## src/dmc_pkg.sv

```systemverilog
/*
 * Constants for the single peripheral transfer channel: register indices,
 * control field positions, reset values and engine state codes.
 * Assumes the Avalon-MM slave sees a word index; byte address is four times it.
 */
package dmc_pkg;

   // Register word indices
   localparam logic [11:0] IDX_CTL       = 12'hfb0;
   localparam logic [11:0] IDX_PERIPH    = 12'hfb1;
   localparam logic [11:0] IDX_HIGH      = 12'hfb2;
   localparam logic [11:0] IDX_START     = 12'hfb3;
   localparam logic [11:0] IDX_END       = 12'hfb4;
   localparam logic [11:0] IDX_IRQ_STAT  = 12'hfb5;
   localparam logic [11:0] IDX_IRQ_MASK  = 12'hfb6;

   // Control field positions
   localparam int CTL_EN    = 7;
   localparam int CTL_LOOP  = 6;
   localparam int CTL_DIR   = 5;
   localparam int CTL_IE    = 4;
   localparam int CTL_WORD  = 3;
   localparam int CTL_TRG_H = 2;
   localparam int CTL_TRG_L = 0;

   // High-nibble register layout
   localparam int HI_END_H   = 7;
   localparam int HI_END_L   = 4;
   localparam int HI_START_H = 3;
   localparam int HI_START_L = 0;

   // Trigger codes
   localparam logic [2:0] TRG_RESERVED = 3'h7;

   // Reset values
   localparam logic [7:0] RST_CTL   = 8'h00;
   localparam logic [7:0] RST_BYTE  = 8'h00;
   localparam logic [0:0] RST_FLAG  = 1'h0;

   // Peripheral register page
   localparam logic [3:0] PERIPH_PAGE = 4'hf;

   // Byte counts per request
   localparam logic [1:0] BYTES_ONE = 2'h1;
   localparam logic [1:0] BYTES_TWO = 2'h2;

   typedef enum logic [2:0] {
      ST_IDLE = 3'b000,
      ST_RD   = 3'b001,
      ST_CAP  = 3'b010,
      ST_WR   = 3'b011,
      ST_STEP = 3'b100
   } dmc_state_e;

endpackage

```

## src/dmc_channel.sv

```systemverilog
/*
 * Peripheral transfer channel: Avalon-MM register slave, request selection,
 * byte mover between register file and page-F peripheral registers,
 * loop/stop handling and a read-to-clear interrupt status.
 * Assumes the register file answers a read one cycle after MEM_RD and that
 * timer requests are single-cycle pulses from logic on CORE_CLK.
 */
// The implementer's own choice: the Avalon-MM interface to the registers.
`timescale 1ns/1ps
module dmc_channel (
   input  wire logic        CORE_CLK,
   input  wire logic        RESETN,
   input  wire logic        CORE_CE,
   input  wire logic [11:0] AVS_ADDRESS,
   input  wire logic        AVS_READ,
   input  wire logic        AVS_WRITE,
   input  wire logic [31:0] AVS_WRITEDATA,
   input  wire logic [3:0]  AVS_BYTEENABLE,
   output logic      [31:0] AVS_READDATA,
   output logic             AVS_WAITREQUEST,
   input  wire logic [3:0]  TIMER_REQ,
   input  wire logic [2:0]  RX_VALID,
   output logic      [11:0] MEM_ADDR,
   output logic             MEM_RD,
   output logic             MEM_WR,
   output logic      [7:0]  MEM_WDATA,
   input  wire logic [7:0]  MEM_RDATA,
   output logic             DMA_IRQ_PENDING
);

   ////////////////////////////////////////////////////////////////////////////
   // Declarations

   logic [7:0]  ctl_q;
   logic [7:0]  ctl_d;
   logic [7:0]  periph_q;
   logic [7:0]  high_q;
   logic [7:0]  end_q;
   logic [7:0]  start_q;
   logic [11:0] cur_q;
   logic [11:0] cur_d;
   logic        stat_q;
   logic        mask_q;
   logic        clr_q;
   logic        pend_q;
   logic        hit_q;
   logic        dir_q;
   logic        word_q;
   logic [1:0]  cnt_q;
   logic        wait_q;
   logic [31:0] rdata_q;
   logic        irq_q;
   logic [11:0] maddr_q;
   logic        mrd_q;
   logic        mwr_q;
   logic [7:0]  mwdata_q;
   dmc_pkg::dmc_state_e st_q;
   dmc_pkg::dmc_state_e st_d;

   ////////////////////////////////////////////////////////////////////////////
   // Avalon decode

   // One wait cycle, then a single ready cycle per request
   wire        bus_req    = AVS_READ | AVS_WRITE;
   wire        bus_first  = bus_req & wait_q;
   wire        bus_accept = bus_req & ~wait_q;
   wire        wr_ok      = bus_accept & AVS_WRITE & AVS_BYTEENABLE[0];
   wire [7:0]  wbyte      = AVS_WRITEDATA[7:0];
   wire        wr_ctl     = wr_ok & (AVS_ADDRESS == dmc_pkg::IDX_CTL);
   wire        wr_periph  = wr_ok & (AVS_ADDRESS == dmc_pkg::IDX_PERIPH);
   wire        wr_high    = wr_ok & (AVS_ADDRESS == dmc_pkg::IDX_HIGH);
   wire        wr_start   = wr_ok & (AVS_ADDRESS == dmc_pkg::IDX_START);
   wire        wr_end     = wr_ok & (AVS_ADDRESS == dmc_pkg::IDX_END);
   wire        wr_mask    = wr_ok & (AVS_ADDRESS == dmc_pkg::IDX_IRQ_MASK);
   wire        rd_stat    = bus_accept & AVS_READ & (AVS_ADDRESS == dmc_pkg::IDX_IRQ_STAT);

   // Read mux; the start slot shows the live address, unmapped reads as zero
   wire [7:0]  rd_mux =
      (AVS_ADDRESS == dmc_pkg::IDX_CTL)      ? ctl_q :
      (AVS_ADDRESS == dmc_pkg::IDX_PERIPH)   ? periph_q :
      (AVS_ADDRESS == dmc_pkg::IDX_HIGH)     ? high_q :
      (AVS_ADDRESS == dmc_pkg::IDX_START)    ? cur_q[7:0] :
      (AVS_ADDRESS == dmc_pkg::IDX_END)      ? end_q :
      (AVS_ADDRESS == dmc_pkg::IDX_IRQ_STAT) ? {7'h00, stat_q} :
      (AVS_ADDRESS == dmc_pkg::IDX_IRQ_MASK) ? {7'h00, mask_q} : 8'h00;

   ////////////////////////////////////////////////////////////////////////////
   // Address and request selection

   // Start and end share the nibble register
   wire [11:0] start_addr = {high_q[dmc_pkg::HI_START_H:dmc_pkg::HI_START_L], start_q};
   wire [11:0] end_addr   = {high_q[dmc_pkg::HI_END_H:dmc_pkg::HI_END_L], end_q};
   wire [7:0]  periph_lo  = periph_q + {6'h00, cnt_q};
   wire [11:0] periph_adr = {dmc_pkg::PERIPH_PAGE, periph_lo};
   wire [11:0] src_addr   = dir_q ? periph_adr : cur_q;
   wire [11:0] dst_addr   = dir_q ? cur_q : periph_adr;

   wire        en       = ctl_q[dmc_pkg::CTL_EN];
   wire [2:0]  trg      = ctl_q[dmc_pkg::CTL_TRG_H:dmc_pkg::CTL_TRG_L];
   wire        trg_tmr  = ~trg[2];
   wire        tmr_hit  = trg_tmr & TIMER_REQ[trg[1:0]];
   wire        rx_sel   = trg[2] & (trg != dmc_pkg::TRG_RESERVED);
   wire        rx_hit   = rx_sel & RX_VALID[trg[1:0]];
   wire        serve    = (st_q == dmc_pkg::ST_IDLE) & en & ((trg_tmr & pend_q) | rx_hit);
   wire [1:0]  need     = word_q ? dmc_pkg::BYTES_TWO : dmc_pkg::BYTES_ONE;
   wire        step     = st_q == dmc_pkg::ST_STEP;
   wire        fin      = step & (hit_q | (cnt_q == need));
   wire        blk_done = fin & hit_q;
   wire        stat_set = blk_done & ctl_q[dmc_pkg::CTL_IE];
   wire        en_rise  = wr_ctl & wbyte[dmc_pkg::CTL_EN] & ~en;
   wire        sw_cur   = wr_start | wr_high | en_rise;

   ////////////////////////////////////////////////////////////////////////////
   // Next-value logic

   // Engine state sequence: read source, capture, write destination, step
   always_comb begin
      st_d = st_q;
      case (st_q)
         dmc_pkg::ST_IDLE: if (serve) st_d = dmc_pkg::ST_RD;
         dmc_pkg::ST_RD:   st_d = dmc_pkg::ST_CAP;
         dmc_pkg::ST_CAP:  st_d = dmc_pkg::ST_WR;
         dmc_pkg::ST_WR:   st_d = dmc_pkg::ST_STEP;
         dmc_pkg::ST_STEP: st_d = fin ? dmc_pkg::ST_IDLE : dmc_pkg::ST_RD;
         default:          st_d = dmc_pkg::ST_IDLE;
      endcase
   end

   // Software write beats the engine so a re-enable is never undone
   always_comb begin
      ctl_d = ctl_q;
      if (blk_done & ~ctl_q[dmc_pkg::CTL_LOOP]) begin
         ctl_d[dmc_pkg::CTL_EN] = 1'b0;
      end
      if (wr_ctl) begin
         ctl_d = wbyte;
      end
   end

   // Current address: software load, loop reload or per-byte advance
   always_comb begin
      cur_d = cur_q;
      if (st_q == dmc_pkg::ST_WR) begin
         cur_d = cur_q + 12'h001;
      end
      if (blk_done & ctl_q[dmc_pkg::CTL_LOOP]) begin
         cur_d = start_addr;
      end
      if (wr_start) begin
         cur_d = {cur_q[11:8], wbyte};
      end
      if (wr_high) begin
         cur_d = {wbyte[dmc_pkg::HI_START_H:dmc_pkg::HI_START_L], cur_d[7:0]};
      end
      if (en_rise) begin
         cur_d = start_addr;
      end
   end

   ////////////////////////////////////////////////////////////////////////////
   // Register storage

   dmc_reg8 #(.RESET_VAL(dmc_pkg::RST_BYTE)) u_periph (
      .clk   (CORE_CLK),
      .rst_n (RESETN),
      .ce    (CORE_CE),
      .we    (wr_periph),
      .d     (wbyte),
      .q     (periph_q)
   );

   dmc_reg8 #(.RESET_VAL(dmc_pkg::RST_BYTE)) u_high (
      .clk   (CORE_CLK),
      .rst_n (RESETN),
      .ce    (CORE_CE),
      .we    (wr_high),
      .d     (wbyte),
      .q     (high_q)
   );

   dmc_reg8 #(.RESET_VAL(dmc_pkg::RST_BYTE)) u_start (
      .clk   (CORE_CLK),
      .rst_n (RESETN),
      .ce    (CORE_CE),
      .we    (wr_start),
      .d     (wbyte),
      .q     (start_q)
   );

   dmc_reg8 #(.RESET_VAL(dmc_pkg::RST_BYTE)) u_end (
      .clk   (CORE_CLK),
      .rst_n (RESETN),
      .ce    (CORE_CE),
      .we    (wr_end),
      .d     (wbyte),
      .q     (end_q)
   );

   // Control, current address and interrupt state
   always_ff @(posedge CORE_CLK or negedge RESETN) begin
      if (!RESETN) begin
         ctl_q  <= dmc_pkg::RST_CTL;
         cur_q  <= 12'h000;
         stat_q <= dmc_pkg::RST_FLAG;
         mask_q <= dmc_pkg::RST_FLAG;
         irq_q  <= 1'b0;
      end else if (CORE_CE) begin
         ctl_q  <= ctl_d;
         cur_q  <= cur_d;
         stat_q <= (stat_q & ~(rd_stat & clr_q)) | stat_set;
         mask_q <= wr_mask ? wbyte[0] : mask_q;
         irq_q  <= ((stat_q & ~(rd_stat & clr_q)) | stat_set) & mask_q;
      end
   end

   // Bus slave response
   always_ff @(posedge CORE_CLK or negedge RESETN) begin
      if (!RESETN) begin
         wait_q  <= 1'b1;
         rdata_q <= 32'h0000_0000;
         clr_q   <= 1'b0;
      end else if (CORE_CE) begin
         wait_q  <= ~bus_first;
         if (bus_first & AVS_READ) begin
            rdata_q <= {24'h00_0000, rd_mux};
            clr_q   <= stat_q;
         end
      end
   end

   // Timer pulse latch; a pulse in the serving cycle is kept
   always_ff @(posedge CORE_CLK or negedge RESETN) begin
      if (!RESETN) begin
         pend_q <= 1'b0;
      end else if (CORE_CE) begin
         pend_q <= (pend_q & ~serve & en) | (tmr_hit & en);
      end
   end

   // Engine state and per-request captures
   always_ff @(posedge CORE_CLK or negedge RESETN) begin
      if (!RESETN) begin
         st_q   <= dmc_pkg::ST_IDLE;
         hit_q  <= 1'b0;
         dir_q  <= 1'b0;
         word_q <= 1'b0;
         cnt_q  <= 2'h0;
      end else if (CORE_CE) begin
         st_q <= st_d;
         if (serve) begin
            hit_q  <= 1'b0;
            cnt_q  <= 2'h0;
            dir_q  <= ctl_q[dmc_pkg::CTL_DIR];
            word_q <= ctl_q[dmc_pkg::CTL_WORD];
         end else if (st_q == dmc_pkg::ST_WR) begin
            hit_q <= hit_q | (cur_q == end_addr);
            cnt_q <= cnt_q + 2'h1;
         end
      end
   end

   // Memory port: source read, then destination write with captured byte
   always_ff @(posedge CORE_CLK or negedge RESETN) begin
      if (!RESETN) begin
         maddr_q  <= 12'h000;
         mrd_q    <= 1'b0;
         mwr_q    <= 1'b0;
         mwdata_q <= 8'h00;
      end else if (CORE_CE) begin
         mrd_q <= (st_d == dmc_pkg::ST_RD);
         mwr_q <= (st_d == dmc_pkg::ST_WR);
         if (st_d == dmc_pkg::ST_RD) begin
            maddr_q <= (st_q == dmc_pkg::ST_IDLE) ? (ctl_q[dmc_pkg::CTL_DIR] ?
                       {dmc_pkg::PERIPH_PAGE, periph_q} : cur_q) : src_addr;
         end else if (st_d == dmc_pkg::ST_WR) begin
            maddr_q  <= dst_addr;
            mwdata_q <= MEM_RDATA;
         end
      end
   end

   assign AVS_READDATA    = rdata_q;
   assign AVS_WAITREQUEST = wait_q;
   assign MEM_ADDR        = maddr_q;
   assign MEM_RD          = mrd_q;
   assign MEM_WR          = mwr_q;
   assign MEM_WDATA       = mwdata_q;
   assign DMA_IRQ_PENDING = irq_q;
endmodule

```

## src/dmc_reg8.sv

```systemverilog
/*
 * One software-written byte register with clock enable.
 * Assumes the write strobe is already decoded and accepted on this clock.
 */
`timescale 1ns/1ps
module dmc_reg8 #(
   parameter logic [7:0] RESET_VAL = 8'h00
) (
   input  wire logic       clk,
   input  wire logic       rst_n,
   input  wire logic       ce,
   input  wire logic       we,
   input  wire logic [7:0] d,
   output logic      [7:0] q
);

   // Byte store, frozen while the enable is low
   always_ff @(posedge clk or negedge rst_n) begin
      if (!rst_n) begin
         q <= RESET_VAL;
      end else if (ce && we) begin
         q <= d;
      end
   end

endmodule
```

## config.mk

```make
export PLATFORM = sky130hd
export DESIGN_NAME = dmc_channel
export DESIGN_NICKNAME = d
export VERILOG_FILES = /design/src/dmc_pkg.sv /design/src/dmc_channel.sv /design/src/dmc_reg8.sv
export SDC_FILE = /design/constraint.sdc
export NUM_CORES = 1
export LEC_CHECK = 0
export ABC_CLOCK_PERIOD_IN_PS = 3280
export BUFFER_PORTS_ARGS = -buffer_cell sky130_fd_sc_hd__buf_2
export CORE_MARGIN = 1
export CORE_UTILIZATION = 41
export CTS_CLUSTER_DIAMETER = 120
export DETAILED_ROUTE_END_ITERATION = 10
export HOLD_SLACK_MARGIN = 0.08
export SYNTH_ARGS = -nofsm -noshare
export SYNTH_HDL_FRONTEND = slang
export SYNTH_HIERARCHICAL = 1
export SYNTH_SLANG_ARGS = --single-unit
```

## constraint.sdc

```tcl
create_clock -name CORE_CLK -period 3.28 [get_ports CORE_CLK]
set_input_delay 0.328 -clock CORE_CLK [delete_from_list [all_inputs] [get_ports CORE_CLK]]
set_output_delay 0.328 -clock CORE_CLK [all_outputs]
set_load 0.05 [all_outputs]
```

# Yosys cells after proc, flatten, opt, wreduce, memory -nomap -nowiden
# Index checks and enable logic that the tools add are counted.
# classes
n_reduce_logical,18
n_addsub,3
n_lt_le_gt_ge,1
eq_ne,17
mux,32
bitwise,46
# ops
operator,count
$mux 12,11
$eq 12x12->1 const B,7
$mux 8,6
$and 1x1->1,32
$pmux 3 s5,1
$reduce_and 2->1,7
$add 12x1->12 const B,1
$eq 12x12->1,1
$eq 3x2->1 const B,3
$add 8x2->8,1
$mux 1,8
$not 1->1,8
$eq 3x1->1 const B,2
$mux 2,3
$ne 3x3->1 const B,2
$or 1x1->1,6
$reduce_and 3->1,2
$reduce_bool 2->1,3
$bmux 1 s2,2
$logic_and 1x1->1,4
$reduce_bool 4->1,1
$eq 3x3->1 const B,1
$logic_not 3->1,1
$lt 2x3->1 const B,1
3 further kinds,3
# totals
ff_bits,96
output_inout_bits,56
input_bits,68
wordCells,141

# Depth between registers and ports, before layout
# logic_depth
ltp_word,10
mapped_depth,9
ltp_nobuf,9

# By module
# Netlist, hierarchy kept.
# modules_own_cells
mod,area_per_inst_um2,seq_area_each_um2,instances,cells_each
dmc_channel,4605.7,1602.8,1,515
dmc_reg8,296.5,200.2,4,17

# Least setup slack after synthesis
# No wires, ideal clock.
# synth_path
kind,register -> register
from,register st_q[0]
to,register maddr_q[2] (netlist: MEM_ADDR[2])
t_required_ns,3.156
arrival_time_ns,2.031
setup_slack_ns,1.125
setup_ns,0.124
path_stages_with_launch,8
cell_sequence,dfrtp_1 or4b_4 nor3_4 a31o_4 buf_8 mux2_4 a221oi_2 o21ai_1
# synth_via
elab_chain_len,8
elab_cells_between_ends,17
classes_between,eq/ne (6); mux (5); bitwise (3); reduce/logical (3)
# synth_lines
element,line_no,source
from (decl),dmc_channel.sv:57,dmc_pkg::dmc_state_e st_q;
from (signal assigned),dmc_channel.sv:243,st_q <= dmc_pkg::ST_IDLE;
from (signal assigned),dmc_channel.sv:249,st_q <= st_d;
$logic_not 3->1,"dmc_channel.sv:104, dmc_channel.sv:119, dmc_channel.sv:273",
$and 1x1->1 (2 in series),dmc_channel.sv:104,wire serve = (st_q == dmc_pkg::ST_IDLE) & en & ((trg_tmr & pend_q) | rx_hit);
$mux 3,dmc_channel.sv:120,dmc_pkg::ST_IDLE: if (serve) st_d = dmc_pkg::ST_RD;
$pmux 3 s5,dmc_channel.sv:119,case (st_q)
$eq 3x1->1 or $eq 3x2->1 (tied branches),"dmc_channel.sv:272, dmc_channel.sv:275",
$reduce_bool 2->1 (no line),-,
$reduce_and 2->1 (no line),-,
to (signal assigned),dmc_channel.sv:273,maddr_q <= (st_q == dmc_pkg::ST_IDLE) ? (ctl_q[dmc_pkg::CTL_DIR] ?
to (signal assigned),dmc_channel.sv:276,maddr_q <= dst_addr;
to (decl),dmc_channel.sv:53,logic [11:0] maddr_q;
# Several ways; a longest one is shown, not always the timed one.
# A chain may end at the register's enable or synchronous reset.

# Final worst setup path
# layout_path
from,register st_q[1]
to,register cur_q[6]
# layout_via
elab_chain_len,8
elab_cells_between_ends,10
classes_between,eq/ne (2); mux (5); bitwise (3)
# layout_lines
element,line_no,source
$eq 3x3->1,dmc_channel.sv:106,wire step = st_q == dmc_pkg::ST_STEP;
$and 1x1->1,dmc_channel.sv:107,wire fin = step & (hit_q | (cnt_q == need));
$and 1x1->1,dmc_channel.sv:108,wire blk_done = fin & hit_q;
$and 1x1->1,dmc_channel.sv:146,if (blk_done & ctl_q[dmc_pkg::CTL_LOOP]) begin
$mux 12 *,dmc_channel.sv:146,
$mux 12 *,dmc_channel.sv:149,if (wr_start) begin
$mux 12 *,dmc_channel.sv:152,if (wr_high) begin
$mux 12 *,dmc_channel.sv:155,if (en_rise) begin
to (signal assigned),dmc_channel.sv:209,cur_q <= cur_d;
to (decl),dmc_channel.sv:40,logic [11:0] cur_q;
# Every way passes the cells marked *; elsewhere a longest branch is shown, timed or not. The select of a mux whose other input is x is not followed.

==> run metrics <==
syn avg cell area 9.93 sq um; Crit Path Class register to register; Cell Pwr Density 612 nW/um^2; IO Port Bufs 72; DRC violations left 0; gr usage total 0.222; Slew Limit Fails 0; Internal 0.00239 W; largest net degree at the start of global routing 45; Synth Flop Type dfrtp_1; Detailed Route WL 15100 um; Post-Syn Area 5790 sq um; Synth top cells by count dfrtp_1, mux2_2, nand2_1; Yosys cell types 77; Hold Violations, Final 0; Final ANT Viol Nets 0; max_slew headroom 0.379; largest family of logic cells by synthesized area simple AND/OR/NAND/NOR gates; Post-CTS Hold Fix Bufs 1; EDFF count, synth 0; Clk pwr share 0.249; Die Area 14600 sq um; Routability Congestion 0.896; worst IR drop on VDD 0.252 mV; post-synthesis cell count 583; Die Wd 121 um; DRT Pass-1 Iters 5; FP Rows 43; Die H 121 um; GRT overflow 0; Finish-stage setup viols 0; post-synthesis register bit count 96; critical path data arrival time 2830 ps; post-synthesis compound-gate area fraction 0.161; layout cells sized above 1 0.265; slew at the pin closest to its max-slew limit 926 ps; Hold Path Class primary input to register; Psw 0.00156 W; Layout Nets 715; Via Count 4635; Period minus WS final 2590 ps; DR iter-0 viols 362; vias in the first global route 4530; Via density 5.61; CTS tree built; Layout area overhead 11.7%; setup_tns 0 ps; Worst-Skew Late Latency 350 ps; cts bufs inserted 9; Resize count post-CTS 0; setup bufs post-CTS 0; Clock transition at path regs 60 ps; MaxCap Viol Count 0; Static Leak 2.98 nW; core area 13800 sq um; WL/cell 18.3 um; I/O pin total 124; sequential-to-total area share from yosys stat 0.415; Antenna diodes 0; Logic pwr share 0.341; post-synth top area cell dfrtp_1; H-tree levels 3; Yosys top cell area share 0.410; kind of end point of the critical path register; ranking of synthesized cells by area dfrtp_1, mux2_2, buf_4; RSZ-0062 raised after global routing false; status finished clean; Net Sw Frac 0.395; worst-path maximum fanout 16; post-synthesis simple-gate area fraction 0.177; Flop pwr share 0.410; clock root buffer clkbuf_16; post-synthesis mux area share 0.126; initial core utilization 0.419; half-perimeter wire length after placement 11100 um; Clock Path Buffers 2; FMAX 386 MHz; warnings from Yosys 6; Synth Area in Adders 0.00994; first-pass GRT wire length 24600 um; Worst Skew 6.01 ps; Tot Pwr 0.00396 W; WP data required 3510 ps; ys async rst share 1.00; Final Cycle Share 0.790; startpoint types register; Synth Area in XOR/XNOR 0.0423; top-count cell post-synth dfrtp_1; Clock Sinks 96; antenna violations before repair 0
==> final timing paths <==
path / slack (ps) / start / end / depth (start not counted)
setup / recovery: 690 / st_q[1] / cur_q[6] / 6
hold / removal: 210 / MEM_RDATA[4] / MEM_WDATA[4] / 2
setup reg to reg: 690 / st_q[1] / cur_q[6] / 6
hold reg to reg: 480 / MEM_ADDR[11] / MEM_ADDR[11] / 2
max in group asynchronous: 1940 / RESETN / AVS_WAITREQUEST / 3
min in group asynchronous: 520 / RESETN / cur_q[3] / 2
==> layer usage <==
layer,global-route usage,part of all wire,wire [um]
met3,0.0348,0.052,782
met4,0.0856,0.021,310
met5,0,0,0
met1,0.295,0.44,6720
met2,0.362,0.48,7300
==> state kept, by name, summed over array words and instances, names as in the netlist, 2 cells and up <==
name / count
u_high/q: 8
AVS_READDATA: 8
MEM_WDATA: 8
MEM_ADDR: 12
cur_q: 12
u_end/q: 8
st_q: 3
ctl_q: 8
u_start/q: 8
u_periph/q: 8
cnt_q: 2
==> cell families (layout without fill, tap and decap cells) <==
group | Yosys count | in the layout
multiplexers | 64 | 64
buffers and inverters | 72 | 112
flip-flops | 96 | 96
adder cells (fa/ha/maj) | 4 | 4
AND/OR/NAND/NOR | 176 | 176
AO/OA/AOI/OAI | 142 | 142
other | 1 | 24
XOR/XNOR | 28 | 28
==> worst max-delay path, cell delays in order, from the launching register on <==
cell and delay, ps:
dfrtp_1 560, and4bb_2 350, nand2_1 420, nand2_1 120, o31ai_2 770, nand2_1 120, o31a_1 130
==> stage by stage <==
stage | instances | instance area [sq um] | worst slack [ps] | hold WS [ps] | util
CTS | 826 | 6470 | 692 | 203 | 0.468
global placement | 811 | 6180 | 786 | 361 | 0.447
finish | 826 | 6470 | 688 | 210 | 0.468
global route | 826 | 6470 | 456 | 210 | 0.468
detailed placement | 811 | 6180 | 704 | 364 | 0.447
floorplan | 606 | 5880 | 1130 | 32.4 | -
==> final cells by class <==
type	count	area, sq um
fillers	1334	7360
clock buffers	14	274
multi-input cells	438	3080
well taps	180	225
repair buffers	78	410
inverters	20	75.1
flip-flops and latches	96	2400
==> power groups by stage <==
stage          sequential [W]  clock (W)  combinational [W]
2_1_floorplan         0.00191          0           0.000756
3_3_place_gp          0.00163          0            0.00133
3_5_place_dp          0.00164          0            0.00135
4_1_cts               0.00162    0.00102            0.00136
5_1_grt               0.00166    0.00107            0.00147
6_report              0.00162   0.000985            0.00135
==> cell usage in the layout (no fill, tap or decap), types with 4 or more instances in the layout <==
master      n
clkbuf_16   9
o22ai_1    12
xor2_1      9
buf_4       6
mux2i_1     6
inv_1      20
xnor2_1    19
conb_1     24
nand2_2     4
nor2_1     27
nand3_1    16
a22o_1      6
o21ai_1    16
nand2b_1   17
dfrtp_1    95
nor3_1      7
nand4_1     7
o31a_1      5
nand2_1    50
a32oi_1     8
buf_2      71
a21oi_1    30
nor2b_1     4
a31oi_1     4
mux2_2     56
and3_1     10
nor4_1      4
o21ai_0    28
Power figures use the tool's default switching activity.
